$ cat src/evcpwm_cfg.svh
// constants of the event counter: register offsets, field positions, reset values
`ifndef EVCPWM_CFG_SVH
`define EVCPWM_CFG_SVH

// ----------------------------------------------------------------
// register port
// ----------------------------------------------------------------
`define EVCPWM_ADDR_W 4
`define EVCPWM_OFF_CTRL 4'h0
`define EVCPWM_OFF_PWM_CNT 4'h1
`define EVCPWM_OFF_PERIOD 4'h2
`define EVCPWM_OFF_SKEW 4'h3
`define EVCPWM_OFF_ACC_CNT 4'h4
`define EVCPWM_OFF_ACC_CLR 4'h5
`define EVCPWM_OFF_ACC_EVT 4'h6
`define EVCPWM_OFF_SEL1 4'h7
`define EVCPWM_OFF_SEL2 4'h8
`define EVCPWM_OFF_PRESCALE 4'h9
`define EVCPWM_OFF_STATUS 4'hA

// ----------------------------------------------------------------
// control register fields
// ----------------------------------------------------------------
`define EVCPWM_CTRL_MODE_LOW 0
`define EVCPWM_CTRL_MODE_HIGH 1
`define EVCPWM_CTRL_OUT_EN 2
`define EVCPWM_CTRL_OUT_POL 3
`define EVCPWM_CTRL_IRQ1_EN 4
`define EVCPWM_CTRL_IRQ2_EN 5
`define EVCPWM_CTRL_W 6

// ----------------------------------------------------------------
// selector register fields
// ----------------------------------------------------------------
`define EVCPWM_SEL_CFG_LSB 0
`define EVCPWM_SEL_CFG_MSB 2
`define EVCPWM_SEL_SCALED 3
`define EVCPWM_PRESCALE_W 3

// ----------------------------------------------------------------
// reset values
// ----------------------------------------------------------------
`define EVCPWM_RST_CTRL 6'h00
`define EVCPWM_RST_CNT 8'h00
`define EVCPWM_RST_CMP 8'hFF
`define EVCPWM_RST_SEL 4'h0
`define EVCPWM_RST_PRESCALE 3'h0

`endif

$ cat src/evcpwm_pkg.sv
// types shared by the event counter modules
package evcpwm_pkg;

    // ----------------------------------------------------------------
    // input selector settings
    // ----------------------------------------------------------------
    typedef enum logic [2:0] {
        EVCPWM_SEL_OFF = 3'b000,
        EVCPWM_SEL_PASS = 3'b001,
        EVCPWM_SEL_GATE_HI = 3'b010,
        EVCPWM_SEL_GATE_LO = 3'b011,
        EVCPWM_SEL_RISE = 3'b100,
        EVCPWM_SEL_FALL = 3'b101,
        EVCPWM_SEL_BOTH = 3'b110,
        EVCPWM_SEL_RSVD = 3'b111
    } evcpwm_sel_e;

    // ----------------------------------------------------------------
    // operating modes
    // ----------------------------------------------------------------
    typedef enum logic [1:0] {
        EVCPWM_MODE_PHASE = 2'b00,
        EVCPWM_MODE_INDEP = 2'b01,
        EVCPWM_MODE_PERIOD = 2'b10,
        EVCPWM_MODE_PRESC = 2'b11
    } evcpwm_mode_e;

endpackage

$ cat src/evcpwm_top.sv
// event counter: 8-bit pwm unit and 8-bit pulse accumulator, modes 0 and 1
//
// Contract
// - pwm unit and accumulator unit each own an 8-bit counter and two compares
// - both mode bits zero selects phase-shift pwm, mode 0
// - mode bits high zero, low one select independent mode 1
// - mode 0 raises pwm_match_irq when pwm_counter equals period compare
// - mode 0 pulse width is period minus skew; skew moves only leading edge
// - mode 0 with skew zero gives width set by period compare alone
// - mode 0 with skew equal period and polarity zero keeps output low
// - mode 0 clears accum_counter on chosen edge or level of second pin
// - mode 0 clocks both counters from the first input selector
// - mode 0 accum match with clear compare clears pwm_counter
// - mode 0 with clear compare zero, external edge clears pwm_counter at once
// - mode 0 raises maskable accum_match_irq on accum event compare match
// - first selector picks pin edges, or gate level inhibiting internal clock
// - first selector pass setting 001 works without using the pin
// - output enabled drives pwm signal with the chosen polarity
// - mode 1 units count and compare fully independently
// - one shared scaled rate; each counter takes bus clock or that rate
// - mode 1 period match clears pwm_counter, raises irq, output goes low
// - mode 1 skew match sets output until period match
// - output off, the pwm unit still counts and compares
// - mode 1 accumulator counts second selector, clears on clear compare
// - mode 1 second selector has rise or fall only, may use bus clock

`include "evcpwm_cfg.svh"

module evcpwm_top
    import evcpwm_pkg::*;
#(
    parameter int CNT_W = 8,
    parameter int ADDR_W = `EVCPWM_ADDR_W
) (
    input wire logic clk_sys,
    input wire logic sys_rst,
    input wire logic [ADDR_W-1:0] reg_addr,
    input wire logic [7:0] reg_wdata,
    input wire logic reg_wr,
    input wire logic reg_rd,
    output logic [7:0] reg_rdata,
    input wire logic clock_in_pin,
    input wire logic second_in_pin,
    output logic event_output,
    output logic event_output_drive,
    output logic pwm_match_irq,
    output logic accum_match_irq
);

    // ----------------------------------------------------------------
    // registers
    // ----------------------------------------------------------------
    logic [`EVCPWM_CTRL_W-1:0] event_control_reg;
    logic [CNT_W-1:0] pwm_counter;
    logic [CNT_W-1:0] pwm_period_compare;
    logic [CNT_W-1:0] pwm_skew_compare;
    logic [CNT_W-1:0] accum_counter;
    logic [CNT_W-1:0] accum_clear_compare;
    logic [CNT_W-1:0] accum_event_compare;
    logic [3:0] first_sel_reg;
    logic [3:0] second_sel_reg;
    logic [`EVCPWM_PRESCALE_W-1:0] prescale_sel;
    logic out_state;
    logic pwm_event_seen;
    logic accum_event_seen;

    // ----------------------------------------------------------------
    // pin synchronisers
    // ----------------------------------------------------------------
    logic clk_pin_meta;
    logic clk_pin_sync;
    logic sec_pin_meta;
    logic sec_pin_sync;

    always_ff @(posedge clk_sys) begin
        if (sys_rst) begin
            clk_pin_meta <= 1'b0;
            clk_pin_sync <= 1'b0;
            sec_pin_meta <= 1'b0;
            sec_pin_sync <= 1'b0;
        end else begin
            clk_pin_meta <= clock_in_pin;
            clk_pin_sync <= clk_pin_meta;
            sec_pin_meta <= second_in_pin;
            sec_pin_sync <= sec_pin_meta;
        end
    end

    // ----------------------------------------------------------------
    // mode and control decode
    // ----------------------------------------------------------------
    wire evcpwm_mode_e mode;
    wire mode_phase;
    wire mode_indep;
    wire output_enable_bit;
    wire output_polarity_bit;
    wire irq1_enable;
    wire irq2_enable;
    wire evcpwm_sel_e first_input_selector;
    wire evcpwm_sel_e second_input_selector;

    assign mode = evcpwm_mode_e'({event_control_reg[`EVCPWM_CTRL_MODE_HIGH],
                                  event_control_reg[`EVCPWM_CTRL_MODE_LOW]});
    assign mode_phase = mode == EVCPWM_MODE_PHASE;
    assign mode_indep = mode == EVCPWM_MODE_INDEP;
    assign output_enable_bit = event_control_reg[`EVCPWM_CTRL_OUT_EN];
    assign output_polarity_bit = event_control_reg[`EVCPWM_CTRL_OUT_POL];
    assign irq1_enable = event_control_reg[`EVCPWM_CTRL_IRQ1_EN];
    assign irq2_enable = event_control_reg[`EVCPWM_CTRL_IRQ2_EN];
    assign first_input_selector =
        evcpwm_sel_e'(first_sel_reg[`EVCPWM_SEL_CFG_MSB:`EVCPWM_SEL_CFG_LSB]);
    assign second_input_selector =
        evcpwm_sel_e'(second_sel_reg[`EVCPWM_SEL_CFG_MSB:`EVCPWM_SEL_CFG_LSB]);

    // ----------------------------------------------------------------
    // time base and input selectors
    // ----------------------------------------------------------------
    wire scaled_tick;
    wire first_int_tick;
    wire second_int_tick;
    wire first_tick;
    wire first_restart;
    wire second_tick;
    wire second_restart;

    evcpwm_prescaler #(
        .RATE_W(`EVCPWM_PRESCALE_W)
    ) u_prescaler (
        .clk_sys(clk_sys),
        .sys_rst(sys_rst),
        .rate_sel(prescale_sel),
        .scaled_tick(scaled_tick)
    );

    // each selector takes the bus clock or the single shared scaled rate
    assign first_int_tick = first_sel_reg[`EVCPWM_SEL_SCALED] ? scaled_tick : 1'b1;
    assign second_int_tick = second_sel_reg[`EVCPWM_SEL_SCALED] ? scaled_tick : 1'b1;

    evcpwm_input_sel u_first_sel (
        .clk_sys(clk_sys),
        .sys_rst(sys_rst),
        .pin_level(clk_pin_sync),
        .int_tick(first_int_tick),
        .sel_cfg(first_input_selector),
        .allow_both(1'b1),
        .count_tick(first_tick),
        .restart()
    );

    evcpwm_input_sel u_second_sel (
        .clk_sys(clk_sys),
        .sys_rst(sys_rst),
        .pin_level(sec_pin_sync),
        .int_tick(second_int_tick),
        .sel_cfg(second_input_selector),
        .allow_both(1'b0),
        .count_tick(second_tick),
        .restart(second_restart)
    );

    // ----------------------------------------------------------------
    // counting and compare
    // ----------------------------------------------------------------
    wire pwm_tick;
    wire accum_tick;
    wire pwm_at_period;
    wire pwm_at_skew;
    wire accum_at_clear;
    wire accum_at_event;
    wire pwm_period_hit;
    wire pwm_skew_hit;
    wire accum_clear_hit;
    wire accum_event_hit;
    wire ext_restart;
    wire pwm_clear;
    wire accum_clear;
    wire out_set;
    wire out_reset;
    logic [CNT_W-1:0] next_pwm_counter;
    logic [CNT_W-1:0] next_accum_counter;
    logic next_out_state;

    // mode 0 shares the first selector; mode 1 gives each unit its own
    assign pwm_tick = (mode_phase | mode_indep) & first_tick;
    assign accum_tick = mode_phase ? first_tick : (mode_indep & second_tick);
    assign ext_restart = mode_phase & second_restart;

    assign pwm_at_period = pwm_counter == pwm_period_compare;
    assign pwm_at_skew = pwm_counter == pwm_skew_compare;
    assign accum_at_clear = accum_counter == accum_clear_compare;
    assign accum_at_event = accum_counter == accum_event_compare;

    assign pwm_period_hit = pwm_tick & pwm_at_period;
    assign pwm_skew_hit = pwm_tick & pwm_at_skew;
    assign accum_clear_hit = accum_tick & accum_at_clear;
    assign accum_event_hit = accum_tick & accum_at_event;

    // mode 0: the phase-shift match (or the edge itself when phase is zero) restarts pwm
    assign pwm_clear = mode_phase
        ? ((accum_clear_hit & ~ext_restart)
           | (ext_restart & (accum_clear_compare == {CNT_W{1'b0}})))
        : pwm_period_hit;
    assign accum_clear = mode_phase ? ext_restart : accum_clear_hit;

    // period match wins over skew match, so equal values keep the output low
    assign out_reset = pwm_period_hit;
    assign out_set = pwm_skew_hit & ~pwm_period_hit;

    always_comb begin
        next_pwm_counter = pwm_counter;
        if (pwm_clear) begin
            next_pwm_counter = {CNT_W{1'b0}};
        end else if (pwm_tick) begin
            next_pwm_counter = pwm_counter + CNT_W'(1);
        end
    end

    always_comb begin
        next_accum_counter = accum_counter;
        if (accum_clear) begin
            next_accum_counter = {CNT_W{1'b0}};
        end else if (accum_tick) begin
            next_accum_counter = accum_counter + CNT_W'(1);
        end
    end

    always_comb begin
        next_out_state = out_state;
        if (!(mode_phase | mode_indep)) begin
            next_out_state = 1'b0;
        end else if (out_reset) begin
            next_out_state = 1'b0;
        end else if (out_set) begin
            next_out_state = 1'b1;
        end
    end

    // ----------------------------------------------------------------
    // register port decode
    // ----------------------------------------------------------------
    wire wr_ctrl;
    wire wr_pwm_cnt;
    wire wr_period;
    wire wr_skew;
    wire wr_acc_cnt;
    wire wr_acc_clr;
    wire wr_acc_evt;
    wire wr_sel1;
    wire wr_sel2;
    wire wr_prescale;
    wire rd_status;
    logic [7:0] rd_mux;

    assign wr_ctrl = reg_wr & (reg_addr == `EVCPWM_OFF_CTRL);
    assign wr_pwm_cnt = reg_wr & (reg_addr == `EVCPWM_OFF_PWM_CNT);
    assign wr_period = reg_wr & (reg_addr == `EVCPWM_OFF_PERIOD);
    assign wr_skew = reg_wr & (reg_addr == `EVCPWM_OFF_SKEW);
    assign wr_acc_cnt = reg_wr & (reg_addr == `EVCPWM_OFF_ACC_CNT);
    assign wr_acc_clr = reg_wr & (reg_addr == `EVCPWM_OFF_ACC_CLR);
    assign wr_acc_evt = reg_wr & (reg_addr == `EVCPWM_OFF_ACC_EVT);
    assign wr_sel1 = reg_wr & (reg_addr == `EVCPWM_OFF_SEL1);
    assign wr_sel2 = reg_wr & (reg_addr == `EVCPWM_OFF_SEL2);
    assign wr_prescale = reg_wr & (reg_addr == `EVCPWM_OFF_PRESCALE);
    assign rd_status = reg_rd & (reg_addr == `EVCPWM_OFF_STATUS);

    always_comb begin
        case (reg_addr)
            `EVCPWM_OFF_CTRL: rd_mux = {2'b00, event_control_reg};
            `EVCPWM_OFF_PWM_CNT: rd_mux = pwm_counter;
            `EVCPWM_OFF_PERIOD: rd_mux = pwm_period_compare;
            `EVCPWM_OFF_SKEW: rd_mux = pwm_skew_compare;
            `EVCPWM_OFF_ACC_CNT: rd_mux = accum_counter;
            `EVCPWM_OFF_ACC_CLR: rd_mux = accum_clear_compare;
            `EVCPWM_OFF_ACC_EVT: rd_mux = accum_event_compare;
            `EVCPWM_OFF_SEL1: rd_mux = {4'h0, first_sel_reg};
            `EVCPWM_OFF_SEL2: rd_mux = {4'h0, second_sel_reg};
            `EVCPWM_OFF_PRESCALE: rd_mux = {5'h00, prescale_sel};
            `EVCPWM_OFF_STATUS: rd_mux = {5'h00, out_state, accum_event_seen, pwm_event_seen};
            default: rd_mux = 8'h00;
        endcase
    end

    // ----------------------------------------------------------------
    // configuration registers
    // ----------------------------------------------------------------
    always_ff @(posedge clk_sys) begin
        if (sys_rst) begin
            event_control_reg <= `EVCPWM_RST_CTRL;
            pwm_period_compare <= `EVCPWM_RST_CMP;
            pwm_skew_compare <= `EVCPWM_RST_CMP;
            accum_clear_compare <= `EVCPWM_RST_CMP;
            accum_event_compare <= `EVCPWM_RST_CMP;
            first_sel_reg <= `EVCPWM_RST_SEL;
            second_sel_reg <= `EVCPWM_RST_SEL;
            prescale_sel <= `EVCPWM_RST_PRESCALE;
        end else begin
            if (wr_ctrl) event_control_reg <= reg_wdata[`EVCPWM_CTRL_W-1:0];
            if (wr_period) pwm_period_compare <= reg_wdata;
            if (wr_skew) pwm_skew_compare <= reg_wdata;
            if (wr_acc_clr) accum_clear_compare <= reg_wdata;
            if (wr_acc_evt) accum_event_compare <= reg_wdata;
            if (wr_sel1) first_sel_reg <= reg_wdata[3:0];
            if (wr_sel2) second_sel_reg <= reg_wdata[3:0];
            if (wr_prescale) prescale_sel <= reg_wdata[`EVCPWM_PRESCALE_W-1:0];
        end
    end

    // ----------------------------------------------------------------
    // counters and output state; a software write beats a count
    // ----------------------------------------------------------------
    always_ff @(posedge clk_sys) begin
        if (sys_rst) begin
            pwm_counter <= `EVCPWM_RST_CNT;
            accum_counter <= `EVCPWM_RST_CNT;
            out_state <= 1'b0;
        end else begin
            pwm_counter <= wr_pwm_cnt ? reg_wdata : next_pwm_counter;
            accum_counter <= wr_acc_cnt ? reg_wdata : next_accum_counter;
            out_state <= next_out_state;
        end
    end

    // ----------------------------------------------------------------
    // match indicators: status flags are sticky, cleared by reading status
    // ----------------------------------------------------------------
    always_ff @(posedge clk_sys) begin
        if (sys_rst) begin
            pwm_event_seen <= 1'b0;
            accum_event_seen <= 1'b0;
            pwm_match_irq <= 1'b0;
            accum_match_irq <= 1'b0;
        end else begin
            pwm_event_seen <= pwm_period_hit | (pwm_event_seen & ~rd_status);
            accum_event_seen <= accum_event_hit | (accum_event_seen & ~rd_status);
            pwm_match_irq <= pwm_period_hit & irq1_enable;
            accum_match_irq <= accum_event_hit & irq2_enable;
        end
    end

    // ----------------------------------------------------------------
    // output unit and read data
    // ----------------------------------------------------------------
    always_ff @(posedge clk_sys) begin
        if (sys_rst) begin
            event_output <= 1'b0;
            event_output_drive <= 1'b0;
            reg_rdata <= 8'h00;
        end else begin
            event_output <= output_enable_bit & (next_out_state ^ output_polarity_bit);
            event_output_drive <= output_enable_bit;
            reg_rdata <= reg_rd ? rd_mux : 8'h00;
        end
    end

endmodule

$ cat src/evcpwm_prescaler.sv
// shared time base: one scaled bus-clock tick out of eight rates
module evcpwm_prescaler
    import evcpwm_pkg::*;
#(
    parameter int RATE_W = 3
) (
    input wire logic clk_sys,
    input wire logic sys_rst,
    input wire logic [RATE_W-1:0] rate_sel,
    output logic scaled_tick
);

    logic [6:0] div_count;
    wire [6:0] div_mask;

    // rate n gives one tick every 2**n bus cycles
    assign div_mask = 7'(8'h7F >> (4'd7 - {1'b0, rate_sel}));
    assign scaled_tick = (div_count & div_mask) == div_mask;

    always_ff @(posedge clk_sys) begin
        if (sys_rst) begin
            div_count <= 7'h00;
        end else begin
            div_count <= div_count + 7'h01;
        end
    end

endmodule

$ cat src/evcpwm_input_sel.sv
// input selector: edge clocking, gated internal clock or pass, plus restart strobe
module evcpwm_input_sel
    import evcpwm_pkg::*;
(
    input wire logic clk_sys,
    input wire logic sys_rst,
    input wire logic pin_level,
    input wire logic int_tick,
    input wire evcpwm_sel_e sel_cfg,
    input wire logic allow_both,
    output logic count_tick,
    output logic restart
);

    logic pin_prev;
    wire pin_rise;
    wire pin_fall;

    assign pin_rise = pin_level & ~pin_prev;
    assign pin_fall = ~pin_level & pin_prev;

    always_ff @(posedge clk_sys) begin
        if (sys_rst) begin
            pin_prev <= 1'b0;
        end else begin
            pin_prev <= pin_level;
        end
    end

    // gate levels inhibit counting while active; pin edges clock directly
    always_comb begin
        count_tick = 1'b0;
        restart = 1'b0;
        case (sel_cfg)
            EVCPWM_SEL_PASS: begin
                count_tick = int_tick;
            end
            EVCPWM_SEL_GATE_HI: begin
                count_tick = int_tick & ~pin_level;
                restart = pin_level;
            end
            EVCPWM_SEL_GATE_LO: begin
                count_tick = int_tick & pin_level;
                restart = ~pin_level;
            end
            EVCPWM_SEL_RISE: begin
                count_tick = pin_rise;
                restart = pin_rise;
            end
            EVCPWM_SEL_FALL: begin
                count_tick = pin_fall;
                restart = pin_fall;
            end
            EVCPWM_SEL_BOTH: begin
                count_tick = allow_both & (pin_rise | pin_fall);
                restart = pin_rise | pin_fall;
            end
            default: begin
                count_tick = 1'b0;
                restart = 1'b0;
            end
        endcase
    end

endmodule

$ cat config.mk
export PLATFORM = sky130hd
export DESIGN_NAME = evcpwm_top
export DESIGN_NICKNAME = d
export VERILOG_FILES = /design/src/evcpwm_pkg.sv /design/src/evcpwm_top.sv /design/src/evcpwm_prescaler.sv /design/src/evcpwm_input_sel.sv
export VERILOG_INCLUDE_DIRS = /design/src
export SDC_FILE = /design/constraint.sdc
export NUM_CORES = 1
export LEC_CHECK = 0
export BUFFER_PORTS_ARGS = -buffer_cell sky130_fd_sc_hd__buf_2
export CORE_MARGIN = 3
export CORE_UTILIZATION = 30
export CTS_CLUSTER_SIZE = 8
export DETAILED_ROUTE_END_ITERATION = 12
export PLACE_DENSITY_LB_ADDON = 0.15
export SLEW_MARGIN = 20
export SYNTH_ARGS = -nofsm -noshare
export SYNTH_HDL_FRONTEND = slang
export SYNTH_SLANG_ARGS = --single-unit
$ cat constraint.sdc
create_clock -name clk_sys -period 2.2 [get_ports clk_sys]
set_clock_uncertainty 0.05 [all_clocks]
set_input_delay 0.44 -clock clk_sys [delete_from_list [all_inputs] [get_ports clk_sys]]
set_output_delay 0.44 -clock clk_sys [all_outputs]
set_load 0.01 [all_outputs]
==> results of run 1 <==
## cell families after synthesis
| family | synth area share (%) |
|---|---|
| adder cells (fa/ha/maj) | 1.92 |
| buffers and inverters | 4.38 |
| flip-flops | 35.8 |
| XOR/XNOR | 7.07 |
| AND/OR/NAND/NOR | 24.6 |
| multiplexers | 6.76 |
| AO/OA/AOI/OAI | 19.5 |
## cells in the mapped netlist, types with 3 or more instances
library cell | number | area [sq um]
sky130_fd_sc_hd__and3_1 | 10 | 62.6
sky130_fd_sc_hd__nand4_1 | 6 | 37.5
sky130_fd_sc_hd__buf_1 | 3 | 11.3
sky130_fd_sc_hd__nand3_1 | 14 | 70.1
sky130_fd_sc_hd__xnor2_1 | 19 | 166
sky130_fd_sc_hd__a31oi_1 | 5 | 31.3
sky130_fd_sc_hd__o21ai_1 | 9 | 45.0
sky130_fd_sc_hd__or3_1 | 4 | 25.0
sky130_fd_sc_hd__a221oi_1 | 9 | 78.8
sky130_fd_sc_hd__a211oi_1 | 5 | 37.5
sky130_fd_sc_hd__nor4_1 | 4 | 25.0
sky130_fd_sc_hd__dfxtp_1 | 93 | 1860
sky130_fd_sc_hd__clkbuf_1 | 32 | 120
sky130_fd_sc_hd__a22oi_1 | 9 | 67.6
sky130_fd_sc_hd__nand2b_1 | 10 | 62.6
sky130_fd_sc_hd__o41ai_1 | 3 | 26.3
sky130_fd_sc_hd__xor2_1 | 23 | 201
sky130_fd_sc_hd__mux4_2 | 4 | 90.1
sky130_fd_sc_hd__nor2_1 | 62 | 233
sky130_fd_sc_hd__nor2_2 | 4 | 25.0
sky130_fd_sc_hd__a211o_1 | 24 | 210
sky130_fd_sc_hd__nor2b_1 | 40 | 250
sky130_fd_sc_hd__inv_1 | 9 | 33.8
sky130_fd_sc_hd__ha_1 | 8 | 100
sky130_fd_sc_hd__nor3_1 | 9 | 45.0
sky130_fd_sc_hd__buf_2 | 5 | 25.0
sky130_fd_sc_hd__a21oi_1 | 25 | 125
sky130_fd_sc_hd__nand3b_1 | 12 | 90.1
sky130_fd_sc_hd__o21ai_0 | 11 | 55.1
sky130_fd_sc_hd__mux2i_1 | 25 | 250
sky130_fd_sc_hd__nand2_1 | 55 | 206
## worst max-delay path: cells and delay by family, from the launching register on
kind / cells / cell delay [ps]
AO/OA/AOI/OAI: 5 / 620
AND/OR/NAND/NOR: 2 / 510
buffers and inverters: 3 / 470
flip-flops: 1 / 330
adder cells (fa/ha/maj): 1 / 160
## power breakdown
group          switching [mW]  internal, mW  total [mW]  leakage [nW]
Combinational           0.245         0.169       0.414          1.66
Clock                   0.675         0.905        1.58         0.145
Sequential             0.0334          1.72        1.75         0.758
Total                   0.954          2.79        3.74          2.57
## worst paths after layout
path | startpoint | to | slack, ps | depth (start not counted)
min reg2reg | clk_pin_meta | clk_pin_sync | 400 | 1
max | sec_pin_sync | accum_counter[1] | -3 | 11
max reg2reg | sec_pin_sync | accum_counter[1] | -3 | 11
min | clock_in_pin | clk_pin_meta | 250 | 2
## per-stage QoR
step	cell area (sq um)	utilization [%]	TNS (ps)
final	6690	39.9	-5.61
after global routing	6690	39.9	-1430
after CTS	6470	38.6	0
after detailed placement	6030	36.0	-640
after global placement	6030	36.0	-656
after floorplan	5200	-	0
## timing repair
| item | in CTS | in global routing |
|---|---|---|
| setup buffers | 3 | 5 |
| pin swaps | 25 | 23 |
| cloned | 1 | 0 |
| resized for setup | 24 | 35 |
| setup endpoints to repair | 19 | 22 |
## layout make-up
class	instances	area [sq um]	area share [%]
repair buffers	110	815	12.2
flip-flops and latches	93	1870	28.0
multi-input cells	460	3390	50.7
inverters	11	41.3	0.617
clock buffers	11	243	3.63
well taps	220	275	4.12
clock inverters	4	48.8	0.730
## metal layers
layer,up-vias,track usage [%],wire (um)
met5,-,0,0
met4,0,6.21,358
met3,29,3.76,893
met1,2313,26.3,8610
li1,2319,-,-
met2,149,29.8,7950
==> results_dict.tcl, run 1 <==
set metrics [dict create \
    gp_congestion 0.897 \
    dpl_worst_slack_ps -114 \
    report.power.total_mw 3.74 \
    crit_arrival_ps 2430 \
    setup_viol_count_final 3 \
    areaGrowthSynthToFinish_pct 28.6 \
    floorplan_die_area_sq_um 19000 \
    initial_antenna_violation_count 0 \
    worstPathMaxFanout 7 \
    worstPathCellList "buf_4 > ha_4 > a21oi_2 > o211a_1 > o31ai_4 > buf_12 > or2_4 > nor3_4 > buf_6 > a22oi_1 > a21oi_1" \
    htree_depth 3 \
    hold_ws_ps 245 \
    outcome "finished, violations left" \
    synth_area_per_cell_sq_um 8.58 \
    register_area_share_after_synthesis_pct 35.8 \
    grt_start_max_net_pins 85 \
    core_area_sq_um 16800 \
    ctsHoldBuffers 0 \
    rsz0062_at_grt "yes" \
    viasPerCell 5.29 \
    path_clk_slew_ps 70 \
    tritoncts.num_buffers 9 \
    dpl.cell_count 888 \
    final.min_clock_period_ps 2200 \
    clock_path_buffers 2 \
    layout.nets 711 \
    place.detailed.hpwl_um 12700 \
    yosys_warnings 0 \
    tritoncts_num_sinks 93 \
    cp-end-kind "register" \
    power.leakage_nw 2.57 \
    final-hold-violation-count 0 \
    rows 47 \
    max_stage_delay_cell_worst_path "sky130_fd_sc_hd__dfxtp_2" \
    critPathRequiredTime_ps 2430 \
    n_fill_cell 1722 \
    min_path_type "in2reg" \
    grt_first_pass_wirelength_um 27100 \
    post_layout_nonfiller_instances 909 \
    timing_worst_setup_path_type "reg2reg" \
    power_density_nw_per_um2 560 \
    post_synth_inst_count 606 \
    most_common_cell_after_layout_fill_and_taps_aside "sky130_fd_sc_hd__dfxtp_1" \
    synth_edf_count 0 \
    mappedNetlistArea_sq_um 5200 \
    vias 4810 \
    die_x_um 138 \
    initial_core_util_pct 31.0 \
    antenna_violating_nets_post_route 0 \
    grt_pass1_vias 4704 \
    post_route_cells_drive_above_1_share_pct 28.6 \
    antenna_cells 0 \
    slew_violations 0 \
    port-buffer-count 29 \
    grt_ovf 0 \
    timing.final.crit_share_pct 100 \
    worst_path_largest_cell_delay_ps 330 \
    commonest_cells_after_routing_fill_and_taps_aside "87 x sky130_fd_sc_hd__dfxtp_1, 74 x sky130_fd_sc_hd__buf_4, 60 x sky130_fd_sc_hd__nor2_1, 54 x sky130_fd_sc_hd__nand2_1, 39 x sky130_fd_sc_hd__nor2b_1" \
    tightestPinTransition_ps 619 \
    dominantRegCellSynth "sky130_fd_sc_hd__dfxtp_1" \
    timing.fmax_mhz 454 \
    violations "setup timing" \
    ioPinCount 30 \
    ys_seq_elements 93 \
    cp-start-kind "register" \
    die_h_um 138 \
    yosys.cell_types.count 74 \
    drc_errors 0 \
    global_route.usage.total_pct 19.1 \
    synth_nets 632 \
    firstDrtPassIters 5 \
    cts-root-buf "sky130_fd_sc_hd__clkbuf_16" \
    drt_iter0_markers 416 \
    clock_tree_from_tritoncts "done" \
    max-slew-margin-rel_pct 57.7 \
    cap_violations 0 \
    insertion_delay_ps 350 \
    routed_wirelength_um 17800 \
    max-vdd-ir-drop_mv 0.381 \
    wl_per_cell_um 19.6 \
    async_flop_share_pct 0 \
    post-route-worst-setup-slack_ps -2.82 \
]
(Power assumes the default switching activity.)
==> run 2: changes to the inputs <==
Settings changed: ABC_AREA from default to 1, CORE_UTILIZATION 30 to 39, CTS_CLUSTER_SIZE 8 to default.
==> run 2 against run 1 <==
Clock power increased by 8%. Largest cell class unchanged. Critical path depth unchanged. Highest routed layer unchanged. The run now ends clean. Synthesized cell count increased by 15%. Power increased by 3.9%. Synthesized area decreased by 4.8%. Critical path type unchanged.
==> results_dict.tcl, run 2 <==
set metrics [dict create \
    worst_path_largest_cell_delay_ps 510 \
    sw_frac_of_total_pct 26.1 \
    layout.nets 771 \
    commonest_cells_after_routing_fill_and_taps_aside "117 x sky130_fd_sc_hd__nand2_1, 102 x sky130_fd_sc_hd__inv_1, 89 x sky130_fd_sc_hd__dfxtp_1, 76 x sky130_fd_sc_hd__nor2_1, 52 x sky130_fd_sc_hd__a21oi_1" \
    grt_start_max_net_pins 42 \
    tritoncts.num_buffers 9 \
    cap_violations 0 \
    core_area_sq_um 12200 \
    antenna_cells 0 \
    synth_nets 724 \
    final-hold-violation-count 0 \
    gp_congestion 0.876 \
    yosys.cell_types.count 39 \
    initial_antenna_violation_count 0 \
    max-vdd-ir-drop_mv 0.344 \
    path_clk_slew_ps 70 \
    synth_area_leaders "sky130_fd_sc_hd__dfxtp_1 38%, sky130_fd_sc_hd__nand2_1 9.2%, sky130_fd_sc_hd__inv_1 7.8%" \
    power_density_nw_per_um2 675 \
    critPathRequiredTime_ps 2440 \
    yosys_warnings 0 \
    viasPerCell 5.18 \
    grt_pass1_vias 4461 \
    worstPathCellList "inv_1 > nand2_1 > nand4_1 > nor4_1 > nand2_2 > nand2_4 > buf_4 > nand2_2 > nand4_1 > nand2_1 > nor2_1" \
    areaGrowthSynthToFinish_pct 16.5 \
    most_common_cell_after_layout_fill_and_taps_aside "sky130_fd_sc_hd__nand2_1" \
    slew_violations 0 \
    clock_path_buffers 2 \
    register_area_share_after_synthesis_pct 37.6 \
    worst-path-buf-inv 2 \
    synth_most_common_cell "sky130_fd_sc_hd__nand2_1" \
    timing_worst_setup_path_type "reg2reg" \
    min_path_type "in2reg" \
    cts-root-buf "sky130_fd_sc_hd__clkbuf_16" \
    post_synth_inst_count 698 \
    placed_area_sq_um 5390 \
    synth_area_per_cell_sq_um 7.09 \
    vias 4755 \
    insertion_delay_ps 360 \
    power.leakage_nw 2.59 \
    wl_per_cell_um 15.9 \
    max-slew-margin-rel_pct 65.2 \
    grt.busiest_layer "met2" \
    place.detailed.hpwl_um 10700 \
    grt_use_met3_pct 4.93 \
    dpl.cell_count 899 \
    final.min_clock_period_ps 2090 \
    global_route.usage.total_pct 21.1 \
    p_sw_mw 1.02 \
    grt_first_pass_wirelength_um 23500 \
    timing.setup.tns_ps 0 \
    internal-power_mw 2.88 \
    crit_arrival_ps 2330 \
    netlist.top_cell.by_area "sky130_fd_sc_hd__dfxtp_1" \
    ctsHoldBuffers 0 \
    synth_largest_type_area_fraction_pct 37.6 \
    drc_errors 0 \
    ioPinCount 30 \
    rows 40 \
    floorplan_die_area_sq_um 14100 \
    antenna_violating_nets_post_route 0 \
    htree_depth 3 \
    synth_edf_count 0 \
    initial_core_util_pct 40.5 \
    worstPathMaxFanout 7 \
    clock_tree_from_tritoncts "done" \
    mappedNetlistArea_sq_um 4950 \
    post_layout_nonfiller_instances 918 \
    routed_wirelength_um 14600 \
    max_stage_delay_cell_worst_path "sky130_fd_sc_hd__dfxtp_1" \
    setup_viol_count_final 0 \
    tritoncts_num_sinks 93 \
    n_fill_cell 1308 \
    dominantRegCellSynth "sky130_fd_sc_hd__dfxtp_1" \
    tightestPinTransition_ps 518 \
    globalRouteMet1Util_pct 28.2 \
    timing.critical_path.max_delay_family "simple AND/OR/NAND/NOR gates" \
    timing.fmax_mhz 479 \
    cp-end-kind "register" \
    groute.layer.met2.usage_pct 33.8 \
    outcome "finished, final reports clean" \
    port-buffer-count 29 \
    grt_ovf 0 \
    synth_commonest_cells "121 x sky130_fd_sc_hd__nand2_1, 103 x sky130_fd_sc_hd__inv_1, 93 x sky130_fd_sc_hd__dfxtp_1, 76 x sky130_fd_sc_hd__nor2_1, 52 x sky130_fd_sc_hd__a21oi_1" \
    timing.final.crit_share_pct 94.9 \
    firstDrtPassIters 5 \
    cp-start-kind "register" \
    post_route_cells_drive_above_1_share_pct 14.9 \
    die_x_um 119 \
    ys_seq_elements 93 \
    drt_iter0_markers 433 \
    power.sequential.fraction_pct 45.8 \
    async_flop_share_pct 0 \
    pwr-share-comb_pct 10.1 \
    rsz0062_at_grt "no" \
    die_h_um 119 \
    design_area_sq_um 5770 \
    report.power.total_mw 3.89 \
    power_frac_clock_pct 44.0 \
]
## run 2: path summary, 6_finish.rpt
kind | startpoint | endpoint | slack, ps | depth (start not counted)
worst min register to register | clk_pin_meta | clk_pin_sync | 350 | 2
worst max register to register | accum_counter[4] | pwm_counter[2] | 110 | 11
worst max-delay path | accum_counter[4] | pwm_counter[2] | 110 | 11
worst min-delay path | clock_in_pin | clk_pin_meta | 240 | 3
## run 2: worst register-to-register path: cells and delay by family (launching register included)
kind                   cells  cell delay [ps]
and+or+nand+nor            9             1220
DFF                        1              510
buffers and inverters      2              240
## run 2: layer usage
metal,wire length (um),part of all wire [%]
met1,6840,47
met2,6770,46
met3,762,5.2
met4,266,1.8
met5,0,0
## run 2: layout make-up
| class | instances | area, sq um | share of cell area (%) |
|---|---|---|---|
| sequential | 93 | 1870 | 32.4 |
| timing repair buffer | 55 | 353 | 6.12 |
| clock inverter | 7 | 98.8 | 1.71 |
| inverter | 111 | 419 | 7.27 |
| tap | 168 | 210 | 3.64 |
| clock buffer | 9 | 225 | 3.90 |
| multi-input combinational | 475 | 2590 | 45.0 |
## run 2: repair_timing
action                     in CTS  in global routing
setup endpoints to repair       0                 16
setup buffers                   0                  2
resized for setup               0                 15
## run 2: logic make-up (layout without fill, tap and decap cells)
logic type / after synthesis / after routing / share of synthesized area, %
xor+xnor: 39 / 39 / 6.90
fa+ha+maj: 8 / 8 / 2.02
buf+inv: 131 / 182 / 10.7
simple gates: 290 / 291 / 26.4
compound gates: 137 / 137 / 16.4
flops: 93 / 93 / 37.6
## run 2: power by group through the flow
stage          Combinational, mW  Sequential, mW  Clock, mW
2_1_floorplan              0.260            1.81          0
5_1_grt                    0.445            1.79       1.82
4_1_cts                    0.388            1.78       1.74
6_report                   0.394            1.78       1.71
3_3_place_gp               0.381            1.82          0
3_5_place_dp               0.386            1.82          0
## run 2: through the flow
stage,hold WS (ps),utilization (%),worst slack [ps]
4_1_cts,232,46.8,56.0
3_5_place_dp,349,44.1,42.4
6_report,240,47.2,113
2_1_floorplan,338,-,271
5_1_grt,254,47.2,3.12
3_3_place_gp,342,44.1,114
==> run 3: changes to the inputs <==
Settings changed: CTS_BUF_LIST from default to sky130_fd_sc_hd__clkbuf_8, RECOVER_POWER from default to 100.
==> run 3 against run 2 <==
Combinational power is 1% higher. Count of clock-buffer cells in the layout unchanged. Via count decreased by 0.13%. Highest routed layer unchanged. Largest cell class unchanged. Die area unchanged. Sequential share of layout area up 0.58 points. Core utilization is 0.74 points lower.
==> results_dict.tcl, run 3 (synthesis results as in run 2) <==
set metrics [dict create \
    outcome "finished, final reports clean" \
    tightestPinTransition_ps 458 \
    path_clk_slew_ps 90 \
    firstDrtPassIters 4 \
    design_area_sq_um 5680 \
    sw_frac_of_total_pct 27.6 \
    floorplan_die_area_sq_um 14100 \
    vias 4749 \
    cts-root-buf "sky130_fd_sc_hd__clkbuf_8" \
    global_route.usage.total_pct 21.1 \
    min_path_type "in2reg" \
    gp_congestion 0.876 \
    pwr-share-comb_pct 11.4 \
    timing_worst_setup_path_type "reg2reg" \
    report.power.total_mw 3.48 \
    port-buffer-count 29 \
    max-vdd-ir-drop_mv 0.373 \
    cp-start-kind "register" \
    drc_errors 0 \
    htree_depth 3 \
    internal-power_mw 2.52 \
    placed_area_sq_um 5390 \
    final-hold-violation-count 0 \
    tritoncts_num_sinks 93 \
    hold_path_cell_cnt 3 \
    post_route_cells_drive_above_1_share_pct 12.4 \
    grt_first_pass_wirelength_um 23500 \
    insertion_delay_ps 390 \
    cap_violations 0 \
    power_frac_clock_pct 37.3 \
    clock_path_buffers 2 \
    cp-end-kind "register" \
    die_x_um 119 \
    max_stage_delay_cell_worst_path "sky130_fd_sc_hd__dfxtp_1" \
    clock_tree_from_tritoncts "done" \
    worst_path_largest_cell_delay_ps 350 \
    timing.fmax_mhz 489 \
    layout.nets 772 \
    initial_core_util_pct 40.5 \
    dpl_worst_slack_ps 42.4 \
    ioPinCount 30 \
    rows 40 \
    grt_pass1_vias 4425 \
    hold_ws_ps 205 \
    timing.final.crit_share_pct 92.9 \
    viasPerCell 5.17 \
    wl_per_cell_um 16.0 \
    reg2regPathDepth 17 \
    commonest_cells_after_routing_fill_and_taps_aside "117 x sky130_fd_sc_hd__nand2_1, 103 x sky130_fd_sc_hd__inv_1, 88 x sky130_fd_sc_hd__dfxtp_1, 78 x sky130_fd_sc_hd__nor2_1, 51 x sky130_fd_sc_hd__a21oi_1" \
    crit_path_frequent_cell "sky130_fd_sc_hd__nand2_1" \
    grt_start_max_net_pins 42 \
    worstPathMaxFanout 5 \
    antenna_cells 0 \
    crit_arrival_ps 2320 \
    place.detailed.hpwl_um 10700 \
    power.leakage_nw 2.48 \
    areaGrowthSynthToFinish_pct 14.7 \
    grt_ovf 0 \
    drt_iter0_markers 375 \
    tritoncts.num_buffers 9 \
    most_common_cell_after_layout_fill_and_taps_aside "sky130_fd_sc_hd__nand2_1" \
    setup_viol_count_final 0 \
    antenna_violating_nets_post_route 0 \
    critPathRequiredTime_ps 2480 \
    max-slew-margin-rel_pct 69.4 \
    post-route-worst-setup-slack_ps 155 \
    final.min_clock_period_ps 2040 \
    core_area_sq_um 12200 \
    initial_antenna_violation_count 0 \
    power_density_nw_per_um2 613 \
    slew_violations 0 \
    routed_wirelength_um 14700 \
    p_sw_uw 961 \
    power.sequential.fraction_pct 51.2 \
    worstPathCellList "inv_1 > nand3_1 > inv_1 > ha_1 > nand2_1 > o31ai_1 > nand2_1 > nand2_1 > nand2_2 > nand2_2 > nand2_2 > nand2_4 > nand2_8 > buf_4 > nand4_1 > nand2_1 > nor2_1" \
    die_h_um 119 \
]
==> run 3: path summary, 6_finish.rpt <==
kind | from | slack, ps | to
min reg2reg | clk_pin_meta | 360 | clk_pin_sync
max reg2reg | second_sel_reg[2] | 160 | pwm_counter[7]
max | second_sel_reg[2] | 160 | pwm_counter[7]
min | clock_in_pin | 210 | clk_pin_meta
==> run 3: power by group through the flow <==
stage | combinational (mW) | clock (mW) | sequential [mW]
global route | 0.448 | 1.41 | 1.79
finish | 0.398 | 1.30 | 1.78
floorplan | 0.260 | 0 | 1.81
CTS | 0.388 | 1.34 | 1.78
detailed placement | 0.386 | 0 | 1.82
global placement | 0.381 | 0 | 1.82
==> run 3: timing repair <==
item	in CTS	in global routing
pin swaps	0	8
endpoints found under the setup margin	2	19
buffers inserted	0	3
gates cloned	0	1
hold buffers	0	0
gates resized for setup	1	20
==> run 3: layer usage <==
| layer | track usage [%] | vias up | share of wire (%) |
|---|---|---|---|
| met5 | 0 | - | 0 |
| met4 | 6.37 | 0 | 1.7 |
| met3 | 5.02 | 22 | 4.5 |
| met2 | 33.6 | 109 | 46 |
| met1 | 28.3 | 2241 | 47 |
| li1 | - | 2377 | - |
==> run 3: final cells by class <==
| type | count | area (sq um) |
|---|---|---|
| Timing Repair Buffer | 56 | 338 |
| Clock inverter | 7 | 98.8 |
| Clock buffer | 9 | 124 |
| Multi-Input combinational cell | 475 | 2620 |
| Inverter | 111 | 419 |
| Tap cell | 168 | 210 |
| Fill cell | 1322 | 6530 |
| Sequential cell | 93 | 1870 |
==> run 3: critical path: cells and delay by family, from the launching register on <==
family                     cells  cell delay [ps]
and+or+nand+nor               12              980
DFF                            1              350
adders and majority gates      1              280
buffers and inverters          3              270
AOI/OAI and AO/OA              1               60
==> run 3: stage by stage <==
step	util (%)	cells	TNS (ps)
CTS	46.0	915	-0.543
floorplan	-	698	0
finish	46.5	919	0
detailed placement	44.1	899	0
global route	46.5	919	-46.7
global placement	44.1	899	0
